<file path="config.mk">
export PLATFORM = sky130hd
export DESIGN_NAME = ric_top
export DESIGN_NICKNAME = d
export VERILOG_FILES = /design/src/pkg/ric_pkg.sv /design/src/core/ric_top.sv
export SDC_FILE = /design/constraint.sdc
export NUM_CORES = 1
export LEC_CHECK = 0
export ABC_CLOCK_PERIOD_IN_PS = 2620
export BUFFER_PORTS_ARGS = -buffer_cell sky130_fd_sc_hd__buf_2
export CAP_MARGIN = 5
export CELL_PAD_IN_SITES_DETAIL_PLACEMENT = 1
export CELL_PAD_IN_SITES_GLOBAL_PLACEMENT = 1
export CORE_ASPECT_RATIO = 0.8
export CORE_MARGIN = 1
export CORE_UTILIZATION = 40
export DETAILED_ROUTE_END_ITERATION = 12
export PLACE_DENSITY = 0.76
export SYNTH_ARGS = -nofsm -noshare
export SYNTH_HDL_FRONTEND = slang
export SYNTH_SLANG_ARGS = --single-unit
</file>
<file path="constraint.sdc">
create_clock -name CLK_I -period 2.62 [get_ports CLK_I]
set_input_delay 0.524 -clock CLK_I [delete_from_list [all_inputs] [get_ports CLK_I]]
set_output_delay 0.524 -clock CLK_I [all_outputs]
set_load 0.05 [all_outputs]
</file>
<file path="src/pkg/ric_pkg.sv">
// package: shared types, register map and timing constants of the restart interlock control
package ric_pkg;

   // state codes run Gray along the usual path selftest -> show -> locked <-> on
   typedef enum logic [2:0] {
      ST_SELFTEST = 3'h0,
      ST_SHOWRT   = 3'h1,
      ST_LOCKED   = 3'h3,
      ST_ON       = 3'h2,
      ST_FAULT    = 3'h6
   } ric_state_t;

   typedef enum logic [1:0] {
      EDM_OFF    = 2'h0,
      EDM_CLOSED = 2'h1,
      EDM_OPEN   = 2'h2
   } ric_edm_t;

   typedef enum logic [1:0] {
      CH_NONE = 2'h0,
      CH_ONE  = 2'h1,
      CH_TWO  = 2'h2
   } ric_chan_t;

   // pin levels as seen by the comparators, carried together through the synchroniser
   typedef struct packed {
      logic rst_btn;
      logic fb_hi;
      logic fb_lo;
      logic sel;
      logic sup_a;
      logic sup_b;
   } ric_pins_t;

   // register byte offsets
   localparam logic [7:0] OFS_CTRL  = 8'h00;
   localparam logic [7:0] OFS_STAT  = 8'h04;
   localparam logic [7:0] OFS_ISTAT = 8'h08;
   localparam logic [7:0] OFS_IMASK = 8'h0c;

   // control and status field positions
   localparam int CTRL_ALIGN   = 0;
   localparam int STAT_RES     = 3;
   localparam int STAT_FIELD   = 8;
   localparam int STAT_SAFETY_SWITCHING_OUTPUT    = 9;

   // interrupt event bits
   localparam int IRQ_W        = 5;
   localparam int IRQ_UNLOCK   = 0;
   localparam int IRQ_TRIP     = 1;
   localparam int IRQ_IGNORE   = 2;
   localparam int IRQ_FAULT    = 3;
   localparam int IRQ_SHORT    = 4;
   localparam logic [IRQ_W-1:0] IMASK_RST = 5'h00;

   // timing: figures in ms, counts derived from the clock rate
   localparam longint unsigned CLK_HZ      = 200_000_000;
   localparam longint unsigned T_MIN_MS    = 150;
   localparam longint unsigned T_MAX_MS    = 4000;
   localparam longint unsigned T_FAULT_MS  = 30000;
   localparam longint unsigned T_SELF_MS   = 10;
   localparam longint unsigned T_SHOW_MS   = 1000;
   localparam int              CNT_W       = 33;
   // cycles in ON before the select level reflects the low lamp through the synchroniser
   localparam logic [CNT_W-1:0] SEL_SETTLE_CYC = 33'h8;
   // the maximum press time rounds down, all other times round up
   localparam longint unsigned MIN_CYC   = (T_MIN_MS * CLK_HZ + 999) / 1000;
   localparam longint unsigned MAX_CYC   = (T_MAX_MS * CLK_HZ) / 1000;
   localparam longint unsigned FAULT_CYC = (T_FAULT_MS * CLK_HZ + 999) / 1000;
   localparam longint unsigned SELF_CYC  = (T_SELF_MS * CLK_HZ + 999) / 1000;
   localparam longint unsigned SHOW_CYC  = (T_SHOW_MS * CLK_HZ + 999) / 1000;

   localparam int BLINK_BIT = 25;
   localparam logic [6:0] SEG_ALL  = 7'h7f;
   localparam logic [6:0] SEG_BAR  = 7'h40;

endpackage

</file>
<file path="src/core/ric_top.sv">
// restart interlock control: channel select, config decode, reset timing, safety outputs, APB slave
//
// The address map and the APB interface to the registers are this design's own decisions.
`timescale 1ns/1ps
`default_nettype none
module ric_top #(
   parameter logic [32:0] MIN_PRESS_CYC = 33'(ric_pkg::MIN_CYC),
   parameter logic [32:0] MAX_PRESS_CYC = 33'(ric_pkg::MAX_CYC),
   parameter logic [32:0] FAULT_CYC     = 33'(ric_pkg::FAULT_CYC),
   parameter logic [32:0] SELFTEST_CYC  = 33'(ric_pkg::SELF_CYC),
   parameter logic [32:0] SHOWRT_CYC    = 33'(ric_pkg::SHOW_CYC),
   parameter logic [3:0]  RESP_DIGIT    = 4'h5
) (
   input  wire logic        CLK_I,
   input  wire logic        RESETN_I,
   input  wire logic        APB_PSEL_I,
   input  wire logic        APB_PENABLE_I,
   input  wire logic        APB_PWRITE_I,
   input  wire logic [7:0]  APB_PADDR_I,
   input  wire logic [31:0] APB_PWDATA_I,
   output logic [31:0]      APB_PRDATA_O,
   output logic             APB_PREADY_O,
   output logic             APB_PSLVERR_O,
   output logic             IRQ_O,
   input  wire logic        RESET_IN_LAMP_OUT_PIN_I,
   output logic             RESET_IN_LAMP_OUT_PIN_O,
   output logic             RESET_IN_LAMP_OUT_PIN_OE_O,
   input  wire logic        CONTACTOR_FEEDBACK_HI_I,
   input  wire logic        CONTACTOR_FEEDBACK_LO_I,
   input  wire logic        INTERLOCK_SELECT_INPUT_I,
   input  wire logic        SUPPLY_PIN_A_I,
   input  wire logic        SUPPLY_PIN_B_I,
   input  wire logic        FIELD_CLEAR_I,
   input  wire logic        RECEPTION_MARGINAL_I,
   output logic             SAFETY_OUTPUT_A_O,
   output logic             SAFETY_OUTPUT_B_O,
   output logic             MAIN_IND_GREEN_O,
   output logic             MAIN_IND_RED_O,
   output logic             READY_IND_YELLOW_O,
   output logic [6:0]       SEGMENTS_O,
   output logic [1:0]       CHANNEL_O
);

   function automatic logic [6:0] ric_seg7(input logic [3:0] d);
      logic [6:0] s;
      s = ric_pkg::SEG_BAR;
      case (d)
         4'h0: s = 7'h3f;
         4'h1: s = 7'h06;
         4'h2: s = 7'h5b;
         4'h3: s = 7'h4f;
         4'h4: s = 7'h66;
         4'h5: s = 7'h6d;
         4'h6: s = 7'h7d;
         4'h7: s = 7'h07;
         4'h8: s = 7'h7f;
         4'h9: s = 7'h6f;
         default: s = ric_pkg::SEG_BAR;
      endcase
      return s;
   endfunction

   // ---------------- pin synchroniser: three flops, change taken once stages two and three agree
   ric_pkg::ric_pins_t pins_raw;
   ric_pkg::ric_pins_t pins_m1;
   ric_pkg::ric_pins_t pins_m2;
   ric_pkg::ric_pins_t pins_m3;
   ric_pkg::ric_pins_t pins;
   ric_pkg::ric_pins_t next_pins;

   assign pins_raw  = '{rst_btn: RESET_IN_LAMP_OUT_PIN_I, fb_hi: CONTACTOR_FEEDBACK_HI_I,
                        fb_lo: CONTACTOR_FEEDBACK_LO_I, sel: INTERLOCK_SELECT_INPUT_I,
                        sup_a: SUPPLY_PIN_A_I, sup_b: SUPPLY_PIN_B_I};
   assign next_pins = (pins_m2 & ~(pins_m2 ^ pins_m3)) | (pins & (pins_m2 ^ pins_m3));

   always_ff @(posedge CLK_I) begin
      if (!RESETN_I) begin
         pins_m1 <= '0;
         pins_m2 <= '0;
         pins_m3 <= '0;
         pins    <= '0;
      end else begin
         pins_m1 <= pins_raw;
         pins_m2 <= pins_m1;
         pins_m3 <= pins_m2;
         pins    <= next_pins;
      end
   end

   // ---------------- configuration decode
   ric_pkg::ric_edm_t  edm_mode;
   ric_pkg::ric_chan_t chan;
   logic               edm_ok;

   // both comparators high cannot happen on a sound line; treat it as an open loop
   assign edm_mode = (pins.fb_hi && !pins.fb_lo) ? ric_pkg::EDM_OFF :
                     (pins.fb_lo && !pins.fb_hi) ? ric_pkg::EDM_CLOSED :
                     ric_pkg::EDM_OPEN;
   assign edm_ok   = (edm_mode != ric_pkg::EDM_OPEN);
   assign chan     = (pins.sup_a && !pins.sup_b) ? ric_pkg::CH_ONE :
                     (!pins.sup_a && pins.sup_b) ? ric_pkg::CH_TWO :
                     ric_pkg::CH_NONE;

   // ---------------- reset button timing
   // the button is a make contact to the supply, so a high level means pressed
   logic              pressed;
   logic              pressed_q;
   logic [32:0]       press_cnt;
   logic              released;
   logic              rel_valid;
   logic              rel_short;
   logic              rel_long;
   logic              hit_max;
   logic              hit_fault;

   assign pressed   = pins.rst_btn;
   assign released  = pressed_q && !pressed;
   assign rel_short = released && (press_cnt < MIN_PRESS_CYC);
   assign rel_long  = released && (press_cnt >= MAX_PRESS_CYC);
   assign rel_valid = released && !rel_short && !rel_long;
   assign hit_max   = pressed && (press_cnt == MAX_PRESS_CYC);
   assign hit_fault = pressed && (press_cnt == FAULT_CYC);

   always_ff @(posedge CLK_I) begin
      if (!RESETN_I) begin
         pressed_q <= 1'b0;
         press_cnt <= '0;
      end else begin
         pressed_q <= pressed;
         if (!pressed)
            press_cnt <= '0;
         else if (press_cnt < FAULT_CYC)
            press_cnt <= press_cnt + 33'h1;
      end
   end

   // ---------------- operating state
   ric_pkg::ric_state_t state;
   ric_pkg::ric_state_t next_state;
   logic [32:0]         phase_cnt;
   logic                res_en;
   logic                align_en;
   logic                phase_done;

   assign phase_done = (state == ric_pkg::ST_SELFTEST) ? (phase_cnt >= SELFTEST_CYC - 33'h1) :
                       (phase_cnt >= SHOWRT_CYC - 33'h1);

   always_comb begin
      next_state = state;
      case (state)
         ric_pkg::ST_SELFTEST: begin
            if (phase_done)
               next_state = ric_pkg::ST_SHOWRT;
         end
         ric_pkg::ST_SHOWRT: begin
            if (phase_done)
               next_state = ric_pkg::ST_LOCKED;
         end
         ric_pkg::ST_LOCKED: begin
            if (hit_fault)
               next_state = ric_pkg::ST_FAULT;
            else if (FIELD_CLEAR_I && edm_ok && (!res_en || rel_valid))
               next_state = ric_pkg::ST_ON;
         end
         ric_pkg::ST_ON: begin
            if (hit_fault)
               next_state = ric_pkg::ST_FAULT;
            else if (!FIELD_CLEAR_I)
               next_state = ric_pkg::ST_LOCKED;
         end
         ric_pkg::ST_FAULT: begin
            // leaving needs the short to go away; the normal unlock is still required after
            if (!pressed)
               next_state = ric_pkg::ST_LOCKED;
         end
         default: next_state = ric_pkg::ST_SELFTEST;
      endcase
   end

   always_ff @(posedge CLK_I) begin
      if (!RESETN_I) begin
         state     <= ric_pkg::ST_SELFTEST;
         phase_cnt <= '0;
      end else begin
         state     <= next_state;
         phase_cnt <= (next_state != state) ? 33'h0 : phase_cnt + 33'h1;
      end
   end

   // lockout select: the bridged case can only be told apart while the lamp drives low,
   // which is during the lamp test in self test and while the outputs are on;
   // in ON the lamp falls one cycle late and then crosses the synchroniser, so a fresh
   // ON state waits before it trusts the select level, else a bridged unit could relock
   always_ff @(posedge CLK_I) begin
      if (!RESETN_I)
         res_en <= 1'b1;
      else if ((state == ric_pkg::ST_SELFTEST && phase_done) ||
               (state == ric_pkg::ST_ON && phase_cnt >= ric_pkg::SEL_SETTLE_CYC))
         res_en <= pins.sel;
   end

   // ---------------- outputs
   logic [31:0] blink_cnt;
   logic        blink;
   logic        safety_switching_output;
   logic        align_warn;

   assign blink      = blink_cnt[ric_pkg::BLINK_BIT];
   assign align_warn = align_en && RECEPTION_MARGINAL_I && FIELD_CLEAR_I;

   always_ff @(posedge CLK_I) begin
      if (!RESETN_I) begin
         blink_cnt                 <= '0;
         safety_switching_output                      <= 1'b0;
         RESET_IN_LAMP_OUT_PIN_O   <= 1'b0;
         MAIN_IND_GREEN_O          <= 1'b0;
         MAIN_IND_RED_O            <= 1'b0;
         READY_IND_YELLOW_O        <= 1'b0;
         SEGMENTS_O                <= '0;
         CHANNEL_O                 <= ric_pkg::CH_NONE;
      end else begin
         blink_cnt <= blink_cnt + 32'h1;
         // one flop feeds both output pins so they cannot part
         safety_switching_output <= (state == ric_pkg::ST_ON) && FIELD_CLEAR_I;
         RESET_IN_LAMP_OUT_PIN_O <= (state == ric_pkg::ST_SELFTEST) ? 1'b0 :
                                    !((state == ric_pkg::ST_ON) && FIELD_CLEAR_I);
         MAIN_IND_GREEN_O   <= (state == ric_pkg::ST_ON) && (!align_warn || blink);
         MAIN_IND_RED_O     <= (state == ric_pkg::ST_LOCKED) || (state == ric_pkg::ST_FAULT);
         READY_IND_YELLOW_O <= (state == ric_pkg::ST_LOCKED) && FIELD_CLEAR_I && res_en;
         if (state == ric_pkg::ST_SHOWRT)
            SEGMENTS_O <= ric_seg7(RESP_DIGIT);
         else if (state == ric_pkg::ST_ON && align_warn)
            SEGMENTS_O <= blink ? ric_pkg::SEG_ALL : 7'h00;
         else if (state == ric_pkg::ST_SELFTEST)
            SEGMENTS_O <= ric_pkg::SEG_ALL;
         else
            SEGMENTS_O <= ric_pkg::SEG_BAR;
         CHANNEL_O <= chan;
      end
   end

   assign SAFETY_OUTPUT_A_O          = safety_switching_output;
   assign SAFETY_OUTPUT_B_O          = safety_switching_output;
   assign RESET_IN_LAMP_OUT_PIN_OE_O = 1'b1;

   // ---------------- APB slave, zero wait states
   logic [ric_pkg::IRQ_W-1:0] irq_stat;
   logic [ric_pkg::IRQ_W-1:0] irq_mask;
   logic [ric_pkg::IRQ_W-1:0] irq_ev;
   logic                      hit_ctrl;
   logic                      hit_stat;
   logic                      hit_istat;
   logic                      hit_imask;
   logic                      mapped;
   logic                      setup;
   logic                      access;
   logic [31:0]               rd_mux;
   logic [31:0]               stat_word;

   assign setup  = APB_PSEL_I && !APB_PENABLE_I;
   assign access = APB_PSEL_I && APB_PENABLE_I;
   assign hit_ctrl  = (APB_PADDR_I == ric_pkg::OFS_CTRL);
   assign hit_stat  = (APB_PADDR_I == ric_pkg::OFS_STAT);
   assign hit_istat = (APB_PADDR_I == ric_pkg::OFS_ISTAT);
   assign hit_imask = (APB_PADDR_I == ric_pkg::OFS_IMASK);
   assign mapped    = hit_ctrl || hit_stat || hit_istat || hit_imask;

   assign stat_word = {22'h0, safety_switching_output, FIELD_CLEAR_I, chan, edm_mode, res_en, state};

   always_comb begin
      if (hit_ctrl)
         rd_mux = {31'h0, align_en};
      else if (hit_stat)
         rd_mux = stat_word;
      else if (hit_istat)
         rd_mux = {27'h0, irq_stat};
      else if (hit_imask)
         rd_mux = {27'h0, irq_mask};
      else
         rd_mux = 32'h0;
   end

   assign APB_PREADY_O  = 1'b1;
   assign APB_PSLVERR_O = access && !mapped;
   assign IRQ_O         = |(irq_stat & irq_mask);

   assign irq_ev[ric_pkg::IRQ_UNLOCK] = (state == ric_pkg::ST_LOCKED) && (next_state == ric_pkg::ST_ON);
   assign irq_ev[ric_pkg::IRQ_TRIP]   = (state == ric_pkg::ST_ON) && (next_state == ric_pkg::ST_LOCKED);
   assign irq_ev[ric_pkg::IRQ_IGNORE] = hit_max;
   assign irq_ev[ric_pkg::IRQ_FAULT]  = hit_fault;
   assign irq_ev[ric_pkg::IRQ_SHORT]  = rel_short;

   always_ff @(posedge CLK_I) begin
      if (!RESETN_I) begin
         APB_PRDATA_O <= '0;
         align_en     <= 1'b0;
         irq_mask     <= ric_pkg::IMASK_RST;
         irq_stat     <= '0;
      end else begin
         // read data is captured in the setup cycle so it comes from a flop at the access edge
         if (setup && !APB_PWRITE_I)
            APB_PRDATA_O <= rd_mux;
         if (access && APB_PWRITE_I && hit_ctrl)
            align_en <= APB_PWDATA_I[ric_pkg::CTRL_ALIGN];
         if (access && APB_PWRITE_I && hit_imask)
            irq_mask <= APB_PWDATA_I[ric_pkg::IRQ_W-1:0];
         // an event in the clearing cycle survives the clear, and so does one that came
         // after the setup edge, as only the bits returned to the reader are cleared
         if (access && !APB_PWRITE_I && hit_istat)
            irq_stat <= (irq_stat & ~APB_PRDATA_O[ric_pkg::IRQ_W-1:0]) | irq_ev;
         else
            irq_stat <= irq_stat | irq_ev;
      end
   end
endmodule
`default_nettype wire

</file>
[Yosys cells after proc, flatten, opt, wreduce, memory -nomap -nowiden]
Cells that the tools add are included.
Operators by class
  multipliers: 0
  divide/modulo/power cells: 0
  $lt $le $gt $ge: 6
  $add $sub $neg: 3
  reductions and logical operators: 60
  bitwise gates (word level): 11
  muxes and demuxes: 22
  eq/ne operators: 13
  shifts and indexed selects: 0
Operator list (count)
  adder 33 x 1 -> 33 bit, second input constant: 2
  equality test 33 x 30 -> 1 bit, second input constant: 1
  equality test 33 bit, second input constant: 1
  >= comparator 33 x 21 -> 1 bit, second input constant: 1
  >= comparator 33 x 28 -> 1 bit, second input constant: 1
  >= comparator 33 x 30 -> 1 bit, second input constant: 1
  >= comparator 33 x 4 -> 1 bit, second input constant: 1
  logical AND 1 bit: 33
  < comparator 33 x 25 -> 1 bit, second input constant: 1
  < comparator 33 bit, second input constant: 1
  adder 32 x 1 -> 32 bit, second input constant: 1
  two-way mux 3 bit: 7
  two-way mux 7 bit: 3
  two-way mux 10 bit: 2
  equality test 8 x 4 -> 1 bit, second input constant: 2
  two-way mux 5 bit: 3
  case mux 3 bit (5 select lines): 1
  zero test 1 bit: 13
  AND 6 bit: 2
  equality test 3 x 2 -> 1 bit, second input constant: 4
  AND 5 bit: 2
  bitwise OR 5 bit: 2
  equality test 8 x 3 -> 1 bit, second input constant: 1
  zero test 8 bit: 1
  17 further kinds: 28
Word-level totals
  logic and storage cells: 157
  bits in latches: 0
  memory bits (read-only): 0
  memories kept: 0
  output and inout port bits: 51
  RAM bits: 0
  register bits after elaboration: 184
  input port bits: 53

[Longest topological paths before layout]
Gate-level depths: netlist of run 1.
  word-level depth: 15
  depth in mapped cells: 10
  mapped depth without buffers: 9

[Least setup slack after synthesis of run 1]
No wires, ideal clock.
  path type: register to register
  start point: register press_cnt[16]
  end point: register press_cnt[24]
  stages on the path, launching flop included: 8
  slack: 231 ps
  data required time: 2549 ps
  setup time: 71 ps
  arrival: 2319 ps
  clock period less this slack: 2389 ps
  path buffers: 1
  cells stage by stage: dfxtp_1 -> or4_4 -> a2111oi_4 -> o22ai_2 -> or3_1 -> buf_2 -> or3_1 -> a21oi_1
On the way
  word-level cells in the longest chain between the ends: 1
  elaborated cells on any way between the ends: 2
  those cells by class: add/sub: 1; order compare: 1
Ends and longest elaborated chain
  start: declaration: line ric_top.sv:108  | logic [32:0] press_cnt;
  start signal: assignment: line ric_top.sv:133  | press_cnt <= press_cnt + 33'h1;
  adder 33 x 1 -> 33 bit / < comparator 33 bit (equally long branches): line ric_top.sv:133, ric_top.sv:132
Several ways; a longest one is shown, not always the timed one.
A chain may end at the register's enable or synchronous reset.

[Worst setup path after layout of run 1]
Same ends and word-level chain as after synthesis.

==> summary.md, run 1 <==
| Metric | Value |
|---|---|
| Post-Syn Area per Cell | 8.639 um^2 |
| Setup TNS | 0 ns |
| # rows | 43 |
| Fin crit period | 2.522 ns |
| Overflow after GRT | 0 |
| Port Buffers | 52 |
| Yosys reg bits | 152 |
| Comb pwr share | 0.043 |
| Worst Max-Slew Pin Slew | 0.6106 ns |
| Arrival time worst endpoint | 2.88 ns |
| GRT Total Usage | 0.2035 |
| Initial antenna violation count | 0 |
| Die height | 120.7 um |
| Initial DRC count | 279 |
| Hold_buf cts | 0 |
| DIE AREA | 18160 um^2 |
| Crit path max fanout | 10 |
| Crit path launch | press_cnt[16]$_SDFFE_PN0N_ |
| RSZ-0062 raised after global routing | no |
| Worst hold slack | 0.2971 ns |
| Final setup viols | 0 |
| Synth async-reset ratio | 0 |
| Seq/Total Area, Yosys | 0.4317 |
| RePlAce Congestion | 0.7841 |
| # clock sinks | 152 |
| Layout cells sized above 1 | 0.1496 |
| Mapped Area | 7049 um^2 |
| Antenna Nets Post-Route | 0 |
| Max clock buf depth | 2 |
| DRT Pass-1 Iters | 4 |
| Vias in the first global route | 5804 |
| Slew HR | 0.5919 |
| CP endpoint kind | flop |
| Postcts setup bufs | 0 |
| Avg WL per Cell | 15.77 um |
| Hpwl dp | 12240 um |
| CTS H-tree depth | 4 |
| Final Net Count | 936 |
| Worst skew pair latency | 0.43 ns |
| Ant. Diodes | 0 |
| Vias | 5876 |
| CP max stage delay | 0.57 ns |
| Sequential power share | 0.477 |
| HP Class | in -> reg |
| Switch share | 0.2549 |
| Static Leak | 3.049 nW |
| Crit path max-delay family | simple AND/OR/NAND/NOR gates |
| Power Internal | 3.664 mW |
| First-pass GRT wire length | 28930 um |
| Fin area | 8152 um^2 |
| Period utilization | 0.9625 |
| Max_cap viols | 0 |
| Core footprint | 17270 um^2 |
| Worst Hold Launch | SUPPLY_PIN_B_I |
| DRC violations left | 0 |
| Top_reg_cell synth | dfxtp_1 |
| Clock power frac | 0.480 |
| Largest net degree at the start of global routing | 61 |
| Synth Instances | 816 |
| Hold Vio Cnt, Final | 0 |
| CP dominant cell by count | or3_1 |
| Worst path bufs/invs | 0 |
| Post-cts sizing count | 0 |
| TritonCTS clock tree | yes |
| Switching power | 1.254 mW |
| Via density | 5.275 |
| Num CTS Buffers | 17 |
| Critical path launch point type | flop |
| Outcome | completed |
| Kind of critical path | reg -> reg |
| P&R area growth vs syn | 15.64% |
| Placed inst area | 7572 um^2 |
| CP required | 2.97 ns |
| Starting density of the core | 0.4082 |
| Yosys warnings | 0 |
| Worst vdd ir | 407.4 uV |
| Netlist cell types | 60 |
| Fmax | 0.3966 GHz |
| Die width | 150.4 um |
| Final wirelength | 17570 um |
| Root Driver | clkbuf_16 |
| Fin Clk Skew | 0.01168 ns |
| PwrDens | 603.3 nW/um^2 |
| Slowest library cell on the worst path | or4_4 |
| Worst R2R Start | press_cnt[16]$_SDFFE_PN0N_ |
| IO Pins | 104 |
| Post-synth EDFFs | 0 |
| CTS clk-pin slew, worst paths | 0.07 ns |
| CP cell instances | or4_4 > a2111oi_4 > o22ai_2 > or3_1 > or3_1 > a21oi_1 |
| Fin. max-slew vios | 0 |
metrics by stage:
step / utilization / total power [mW] / instances / setup slack [ns]
3_3_place_gp: 0.4385 / 2.606 / 1083 / 0.1558
3_5_place_dp: 0.4385 / 2.609 / 1083 / 0.1269
6_report: 0.4720 / 4.918 / 1114 / 0.09834
5_1_grt: 0.4720 / 5.099 / 1114 / 0.01654
4_1_cts: 0.4711 / 4.977 / 1114 / 0.09077
2_1_floorplan: - / 2.589 / 838 / 0.2308
cells in the mapped netlist (15+ instances only):
library cell  instances  area [um^2]
nor2b_1              22        137.6
nand2_1              66        247.7
o21ai_0              27        135.1
and3_1               23        143.9
nand4_1              25        156.4
nor3_1               18        90.09
xnor2_1              26        227.7
a21oi_1              53        265.3
nor2_1               65        244.0
buf_4                29        217.7
and2_1               37        231.5
clkbuf_1             33        123.9
a21boi_0             15        112.6
dfxtp_1             152         3043
inv_1                18        67.56
xor2_1               49        429.2
or3_1                15        93.84
nand3_1              48        240.2
layout by cell type, fill, tap and decap left out, types with 7 or more instances in the layout:
cell type  instances
dfxtp_1          152
nand2_1           66
nor2_1            64
a21oi_1           53
buf_2             52
xor2_1            49
nand3_1           48
and2_1            37
buf_4             30
o21ai_0           27
xnor2_1           26
nand4_1           25
conb_1            24
and3_1            23
nor2b_1           22
inv_1             18
nor3_1            18
clkbuf_16         17
or3_1             15
a21boi_0          15
nor4_1            11
mux2i_1            7
worst register-to-register path, cell delays in order (launching register included):
cell and delay, ns:
dfxtp_1 0.33, or4_4 0.57, a2111oi_4 0.32, o22ai_2 0.15
or3_1 0.52, or3_1 0.41, a21oi_1 0.15
cells by family after synthesis:
kind of cell,Yosys count,synth area share
xor+xnor,75,0.09318
buf+inv,81,0.05875
flops,152,0.4317
mux,12,0.01952
compound gates,133,0.1205
simple gates,355,0.2646
fa+ha+maj,6,0.01065
other cells,2,0.001065
cell type report:
class                      instances  area, um^2
multi-input combinational        605        3690
clock inverter                    13       125.1
clock buffer                      18       439.2
timing repair buffer              83       505.5
inverter                          18       67.56
sequential                       152        3043
tap                              225       281.5
fill                            2069        9119
power groups by stage:
stage / registers, mW / clock network (mW) / logic (mW)
2_1_floorplan: 2.40 / 0 / 0.185
5_1_grt: 2.35 / 2.52 / 0.228
3_3_place_gp: 2.40 / 0 / 0.209
4_1_cts: 2.35 / 2.42 / 0.212
3_5_place_dp: 2.40 / 0 / 0.211
6_report: 2.35 / 2.36 / 0.212
path summary, 6_finish.rpt:
check                                    end  slack (ns)  cells past startpoint
hold reg to reg        pins_m2[3]$_SDFF_PN0_        0.44                      1
setup reg to reg  press_cnt[24]$_SDFFE_PN0N_         0.1                      6
hold / removal         pins_m1[0]$_SDFF_PN0_        0.30                      2
setup / recovery  press_cnt[24]$_SDFFE_PN0N_         0.1                      6
metal layers:
layer,track usage,up-vias,part of all wire
met5,0,-,0
met4,0.05997,0,0.0093
met3,0.04302,14,0.036
met2,0.3134,94,0.45
met1,0.2837,2860,0.51
li1,-,2908,-
sequential cells by signal, indices dropped and copies added (netlist names), 2 cells and up, named ones only:
name / flops
blink_cnt: 26
pins_m1: 6
pins_m3: 6
irq_stat: 5
irq_mask: 5
pins_m2: 6
CHANNEL_O: 2
phase_cnt: 33
APB_PRDATA_O: 10
state: 3
SEGMENTS_O: 3
press_cnt: 33
Power figures use the tool's default switching activity.
==> run 2: changes to the inputs <==
--- a/config.mk
+++ b/config.mk
@@ -7,14 +7,14 @@
 export LEC_CHECK = 0
 export ABC_CLOCK_PERIOD_IN_PS = 2620
 export BUFFER_PORTS_ARGS = -buffer_cell sky130_fd_sc_hd__buf_2
-export CAP_MARGIN = 5
+export CAP_MARGIN = 25
 export CELL_PAD_IN_SITES_DETAIL_PLACEMENT = 1
 export CELL_PAD_IN_SITES_GLOBAL_PLACEMENT = 1
 export CORE_ASPECT_RATIO = 0.8
 export CORE_MARGIN = 1
-export CORE_UTILIZATION = 40
+export CORE_UTILIZATION = 30
 export DETAILED_ROUTE_END_ITERATION = 12
-export PLACE_DENSITY = 0.76
+export PLACE_DENSITY = 0.6
 export SYNTH_ARGS = -nofsm -noshare
 export SYNTH_HDL_FRONTEND = slang
 export SYNTH_SLANG_ARGS = --single-unit
==> run 2 against run 1 <==
Hold slack got worse by 0.0098 ns. Fmax grew 0.23%. Register-to-register slack barely moved. Wire length up 2.1%. Largest power group unchanged.
==> summary.md, run 2 (synthesis gave the netlist of run 1 again) <==
| Metric | Value |
|---|---|
| Vias | 5887 |
| GRT Total Usage | 0.1509 |
| Biggest regs | phase_cnt x33, press_cnt x33, blink_cnt x26 |
| Slew HR | 0.6241 |
| Setup TNS | 0 ns |
| Place WS | 0.1218 ns |
| RePlAce Congestion | 0.7520 |
| Avg WL per Cell | 14.90 um |
| Most frequent cells in the layout | dfxtp_1 (152), nand2_1 (66), nor2_1 (65) |
| Slowest library cell on the worst path | or4_1 |
| Via density | 4.890 |
| Layout Cells excl Fill | 1204 |
| Final setup viols | 0 |
| DIE AREA | 24120 um^2 |
| DRC violations left | 0 |
| Largest net degree at the start of global routing | 43 |
| CTS clk-pin slew, worst paths | 0.07 ns |
| Worst Max-Slew Pin Slew | 0.5618 ns |
| TritonCTS clock tree | yes |
| Outcome | completed |
| Arrival time worst endpoint | 2.88 ns |
| Kind of critical path | reg -> reg |
| Antenna Nets Post-Route | 0 |
| CP max stage delay | 0.60 ns |
| Core footprint | 22750 um^2 |
| CTS H-tree depth | 4 |
| Ant. Diodes | 0 |
| RSZ-0062 raised after global routing | no |
| Max clock buf depth | 2 |
| # clock sinks | 152 |
| Worst hold slack | 0.2873 ns |
| IO Pins | 104 |
| Final Net Count | 944 |
| Overflow after GRT | 0 |
| Fin. max-slew vios | 0 |
| Layout cells sized above 1 | 0.1559 |
| Port Buffers | 52 |
| Fin Clk Skew | 0.008800 ns |
| Dpl cells | 1169 |
| Num CTS Buffers | 17 |
| Final wirelength | 17940 um |
| Die height | 139.1 um |
| HP Class | in -> reg |
| Hold Vio Cnt, Final | 0 |
| Die width | 173.4 um |
| Vias in the first global route | 5702 |
| Worst skew pair latency | 0.44 ns |
| Root Driver | clkbuf_16 |
| CP required | 2.98 ns |
| Crit path max fanout | 33 |
| CP cell instances | or4_1 > o22ai_1 > nand3_1 > a31o_2 > a211o_1 > a221o_1 > buf_12 > a21boi_0 |
| Starting density of the core | 0.3099 |
| Hpwl dp | 12680 um |
| Max_cap viols | 0 |
| Initial DRC count | 324 |
| Critical path launch point type | flop |
| Commonest non-fill, non-tap cell in the layout | dfxtp_1 |
| # rows | 49 |
| Worst vdd ir | 356.1 uV |
| CP endpoint kind | flop |
| PwrDens | 602.4 nW/um^2 |
| Initial antenna violation count | 0 |
| Setup WS post-layout | 0.1041 ns |
| P&R area growth vs syn | 18.12% |
| First-pass GRT wire length | 29480 um |
| Fmax | 0.3975 GHz |
| Period utilization | 0.9603 |
| Fin crit period | 2.516 ns |
| Static Leak | 3.101 nW |
| DRT Pass-1 Iters | 5 |
## run 2: critical path, delay by kind of cell, from the launching register on
family	cells	cell delay [ns]
AOI/OAI and AO/OA	5	1.22
buffers and inverters	1	0.19
DFF	1	0.33
and+or+nand+nor	2	0.69
## run 2: repair_timing
action                                  in CTS  in global routing
gates resized for setup                      0                  4
hold buffers                                 0                  0
setup buffers                                0                  1
endpoints found under the setup margin       0                  8
endpoints found under the hold margin        0                  0
## run 2: final timing paths
kind | depth (start not counted) | from | endpoint | slack [ns]
worst max register to register | 8 | phase_cnt[23]$_SDFF_PP0_ | phase_cnt[1]$_SDFF_PP0_ | 0.10
worst min-delay path | 2 | SUPPLY_PIN_A_I | pins_m1[1]$_SDFF_PN0_ | 0.29
worst min register to register | 1 | pins_m1[4]$_SDFF_PN0_ | pins_m2[4]$_SDFF_PN0_ | 0.44
worst max-delay path | 8 | phase_cnt[23]$_SDFF_PP0_ | phase_cnt[1]$_SDFF_PP0_ | 0.10
## run 2: through the flow
stage               area (um^2)  power [mW]  utilization
floorplan                  7132       2.589            -
detailed placement         7711       2.613       0.3390
CTS                        8294       5.084       0.3647
global route               8327       5.193       0.3661
global placement           7711       2.612       0.3390
finish                     8327       5.016       0.3661
## run 2: per-layer routing
layer / vias up / global-route usage / part of all wire
met4: 0 / 0.05496 / 0.015
met1: 2857 / 0.2252 / 0.55
met3: 22 / 0.02686 / 0.030
met5: - / 0 / 0
li1: 2925 / - / -
met2: 83 / 0.2133 / 0.40
## run 2: power by group
group	switching, mW	internal (mW)	total, mW
Clock	1.15	1.30	2.45
Sequential	0.0133	2.33	2.34
Combinational	0.165	0.0561	0.221
Total	1.33	3.69	5.02
## run 2: area by class of cell
cell class	instances	area (um^2)
inverter	18	67.56
clock buffer	18	439.2
clock inverter	14	143.9
multi-input combinational	605	3682
timing repair buffer	91	568.0
tap	306	382.9
fill	2690	14420
sequential	152	3043
==> run 3: changes to the inputs <==
--- a/config.mk
+++ b/config.mk
@@ -14,7 +14,8 @@
 export CORE_MARGIN = 1
 export CORE_UTILIZATION = 30
 export DETAILED_ROUTE_END_ITERATION = 12
-export PLACE_DENSITY = 0.6
+export MAX_ROUTING_LAYER = met4
+export PLACE_DENSITY = 0.65
 export SYNTH_ARGS = -nofsm -noshare
 export SYNTH_HDL_FRONTEND = slang
 export SYNTH_SLANG_ARGS = --single-unit
==> run 3 against run 2 <==
Final cell count down 0.33%. Power rose by 1.5%. Hold slack improved by 0.0026 ns. Global-route usage grew 0.75 points. Clock skew is 0.0053 ns higher. Critical endpoint is now phase_cnt[6]$_SDFF_PP0_. Non-clock buffer count decreased by 3. Critical path depth stayed put. Wire length grew 0.74%. Die area unchanged. Highest routed layer unchanged. Utilization rose by 0.16 points. Sequential share of layout area fell by 0.16 points.
==> summary.md, run 3 (synthesis gave the netlist of run 1 again) <==
| Metric | Value |
|---|---|
| Kind of critical path | reg -> reg |
| Flop-to-flop setup slack | 0.09 ns |
| RR Endpoint | phase_cnt[6]$_SDFF_PP0_ |
| GRT Total Usage | 0.1584 |
| Max_cap viols | 0 |
| DIE AREA | 24120 um^2 |
| CP cell instances | or4_4 > o22ai_1 > nand3_1 > a31o_2 > a211o_1 > a221o_2 > clkbuf_16 > a21oi_1 |
| Setup WS post-layout | 0.09121 ns |
| P&R area growth vs syn | 18.65% |
| Met3 Usage GRT | 0.03838 |
| Reg2Reg Depth | 8 |
| Initial antenna violation count | 0 |
| CP required | 2.97 ns |
| CP max stage delay | 0.57 ns |
| First-pass GRT wire length | 29920 um |
| Max clock buf depth | 2 |
| Ant. Diodes | 0 |
| DRC violations left | 0 |
| Dpl cells | 1168 |
| Worst path bufs/invs | 1 |
| TritonCTS clock tree | yes |
| Worst Max-Slew Pin Slew | 0.5917 ns |
| Vias in the first global route | 5775 |
| Fin crit period | 2.529 ns |
| # clock sinks | 152 |
| Static Leak | 3.102 nW |
| Antenna Nets Post-Route | 0 |
| FF/Latch Area | 3043 um^2 |
| Die height | 139.1 um |
| DRT Pass-1 Iters | 4 |
| Crit path launch | phase_cnt[22]$_SDFF_PP0_ |
| Slowest library cell on the worst path | or4_4 |
| Worst R2R Start | phase_cnt[22]$_SDFF_PP0_ |
| Final wirelength | 18080 um |
| Setup TNS | 0 ns |
| Num CTS Buffers | 17 |
| Place WS | 0.07229 ns |
| # rows | 49 |
| Hpwl dp | 12600 um |
| Period utilization | 0.9652 |
| Final Net Count | 941 |
| Worst skew pair latency | 0.44 ns |
| Die width | 173.4 um |
| Fillers | 2688 |
| Placed inst area | 7704 um^2 |
| Layout Cells excl Fill | 1200 |
| Port Buffers | 52 |
| Fin. max-slew vios | 0 |
| Avg WL per Cell | 15.06 um |
| Multi-input logic area | 3706 um^2 |
| Core footprint | 22750 um^2 |
| Fin area | 8364 um^2 |
| Most frequent cells in the layout | dfxtp_1 (152), nand2_1 (66), nor2_1 (65) |
| Root Driver | clkbuf_16 |
| Outcome | completed |
| Hold Vio Cnt, Final | 0 |
| Arrival time worst endpoint | 2.88 ns |
| Worst vdd ir | 406.0 uV |
| Critical path launch point type | flop |
| Vias | 5857 |
| HP Class | in -> reg |
| Final setup viols | 0 |
| Hold_buf cts | 0 |
| PwrDens | 609.0 nW/um^2 |
| Busiest grt layer | met2 |
| CTS H-tree depth | 4 |
| RSZ-0062 raised after global routing | yes |
| Biggest regs | phase_cnt x33, press_cnt x33, blink_cnt x26 |
| Fin Clk Skew | 0.01407 ns |
| IO Pins | 104 |
| Slew HR | 0.6041 |
| Commonest non-fill, non-tap cell in the layout | dfxtp_1 |
| Crit path max fanout | 16 |
| WP depth | 8 |
| RePlAce Congestion | 0.7487 |
| Layout cells sized above 1 | 0.1588 |
| Starting density of the core | 0.3099 |
| Largest net degree at the start of global routing | 34 |
| M2 GR Usage | 0.2222 |
| Worst Hold Launch | CONTACTOR_FEEDBACK_LO_I |
| Initial DRC count | 256 |
| Fmax | 0.3954 GHz |
| Crit path max-delay family | compound AO/OA/AOI/OAI gates |
| Met1 Resource Use GR | 0.2218 |
| Critical Path End | phase_cnt[6]$_SDFF_PP0_ |
| CP endpoint kind | flop |
| CTS clk-pin slew, worst paths | 0.07 ns |
| Overflow after GRT | 0 |
| Via density | 4.881 |
==> run 3: changes by cell type in the layout (fill, tap and decap cells not counted), sizes merged <==
cell,previous run,this run
bufinv,0,2
clkinv,2,3
buf,91,87
inv,29,25
clkbuf,18,19
==> run 3: layer usage <==
| metal | vias up | part of all wire |
|---|---|---|
| li1 | 2920 | - |
| met1 | 2828 | 0.52 |
| met2 | 97 | 0.43 |
| met3 | 12 | 0.043 |
| met4 | 0 | 0.0086 |
| met5 | - | 0 |
==> run 3: area by class of cell <==
cell class,count,area share
Inverter,18,0.008078
Timing Repair Buffer,88,0.06746
Clock inverter,13,0.01930
Clock buffer,18,0.05251
Multi-Input combinational cell,605,0.4431
Tap cell,306,0.04577
Sequential cell,152,0.3638
==> run 3: how the worst min path moves through the flow <==
stage                             to  depth (start not counted)
3_3_place_gp   pins_m2[3]$_SDFF_PN0_                          1
6_report       pins_m1[3]$_SDFF_PN0_                          2
2_1_floorplan  pins_m2[0]$_SDFF_PN0_                          1
4_1_cts        pins_m1[1]$_SDFF_PN0_                          2
5_1_grt        pins_m1[0]$_SDFF_PN0_                          2
3_5_place_dp   pins_m2[0]$_SDFF_PN0_                          1
==> run 3: repair_timing <==
item,in CTS,in global routing
endpoints found under the setup margin,0,35
buffers inserted,0,0
resized for setup,0,9
==> run 3: power by group <==
group / switching, mW / internal [mW] / leakage [nW]
sequential: 0.0131 / 2.33 / 1.23
combinational: 0.163 / 0.0548 / 1.58
clock: 1.07 / 1.46 / 0.295
total: 1.25 / 3.84 / 3.10
==> run 3: worst register-to-register path, cell delays in order, from the launching register on <==
cell and delay, ns:
dfxtp_1 0.34, or4_4 0.57, o22ai_1 0.13, nand3_1 0.09
a31o_2 0.26, a211o_1 0.29, a221o_2 0.43, clkbuf_16 0.20
a21oi_1 0.14
==> run 3: per-stage QoR <==
stage               hold slack, ns  power, mW  utilization
global route                0.2803      5.282       0.3677
floorplan                   0.4119      2.589            -
CTS                         0.2752      5.165       0.3651
global placement            0.4161      2.612       0.3387
detailed placement          0.4218      2.614       0.3387
finish                      0.2898      5.094       0.3677
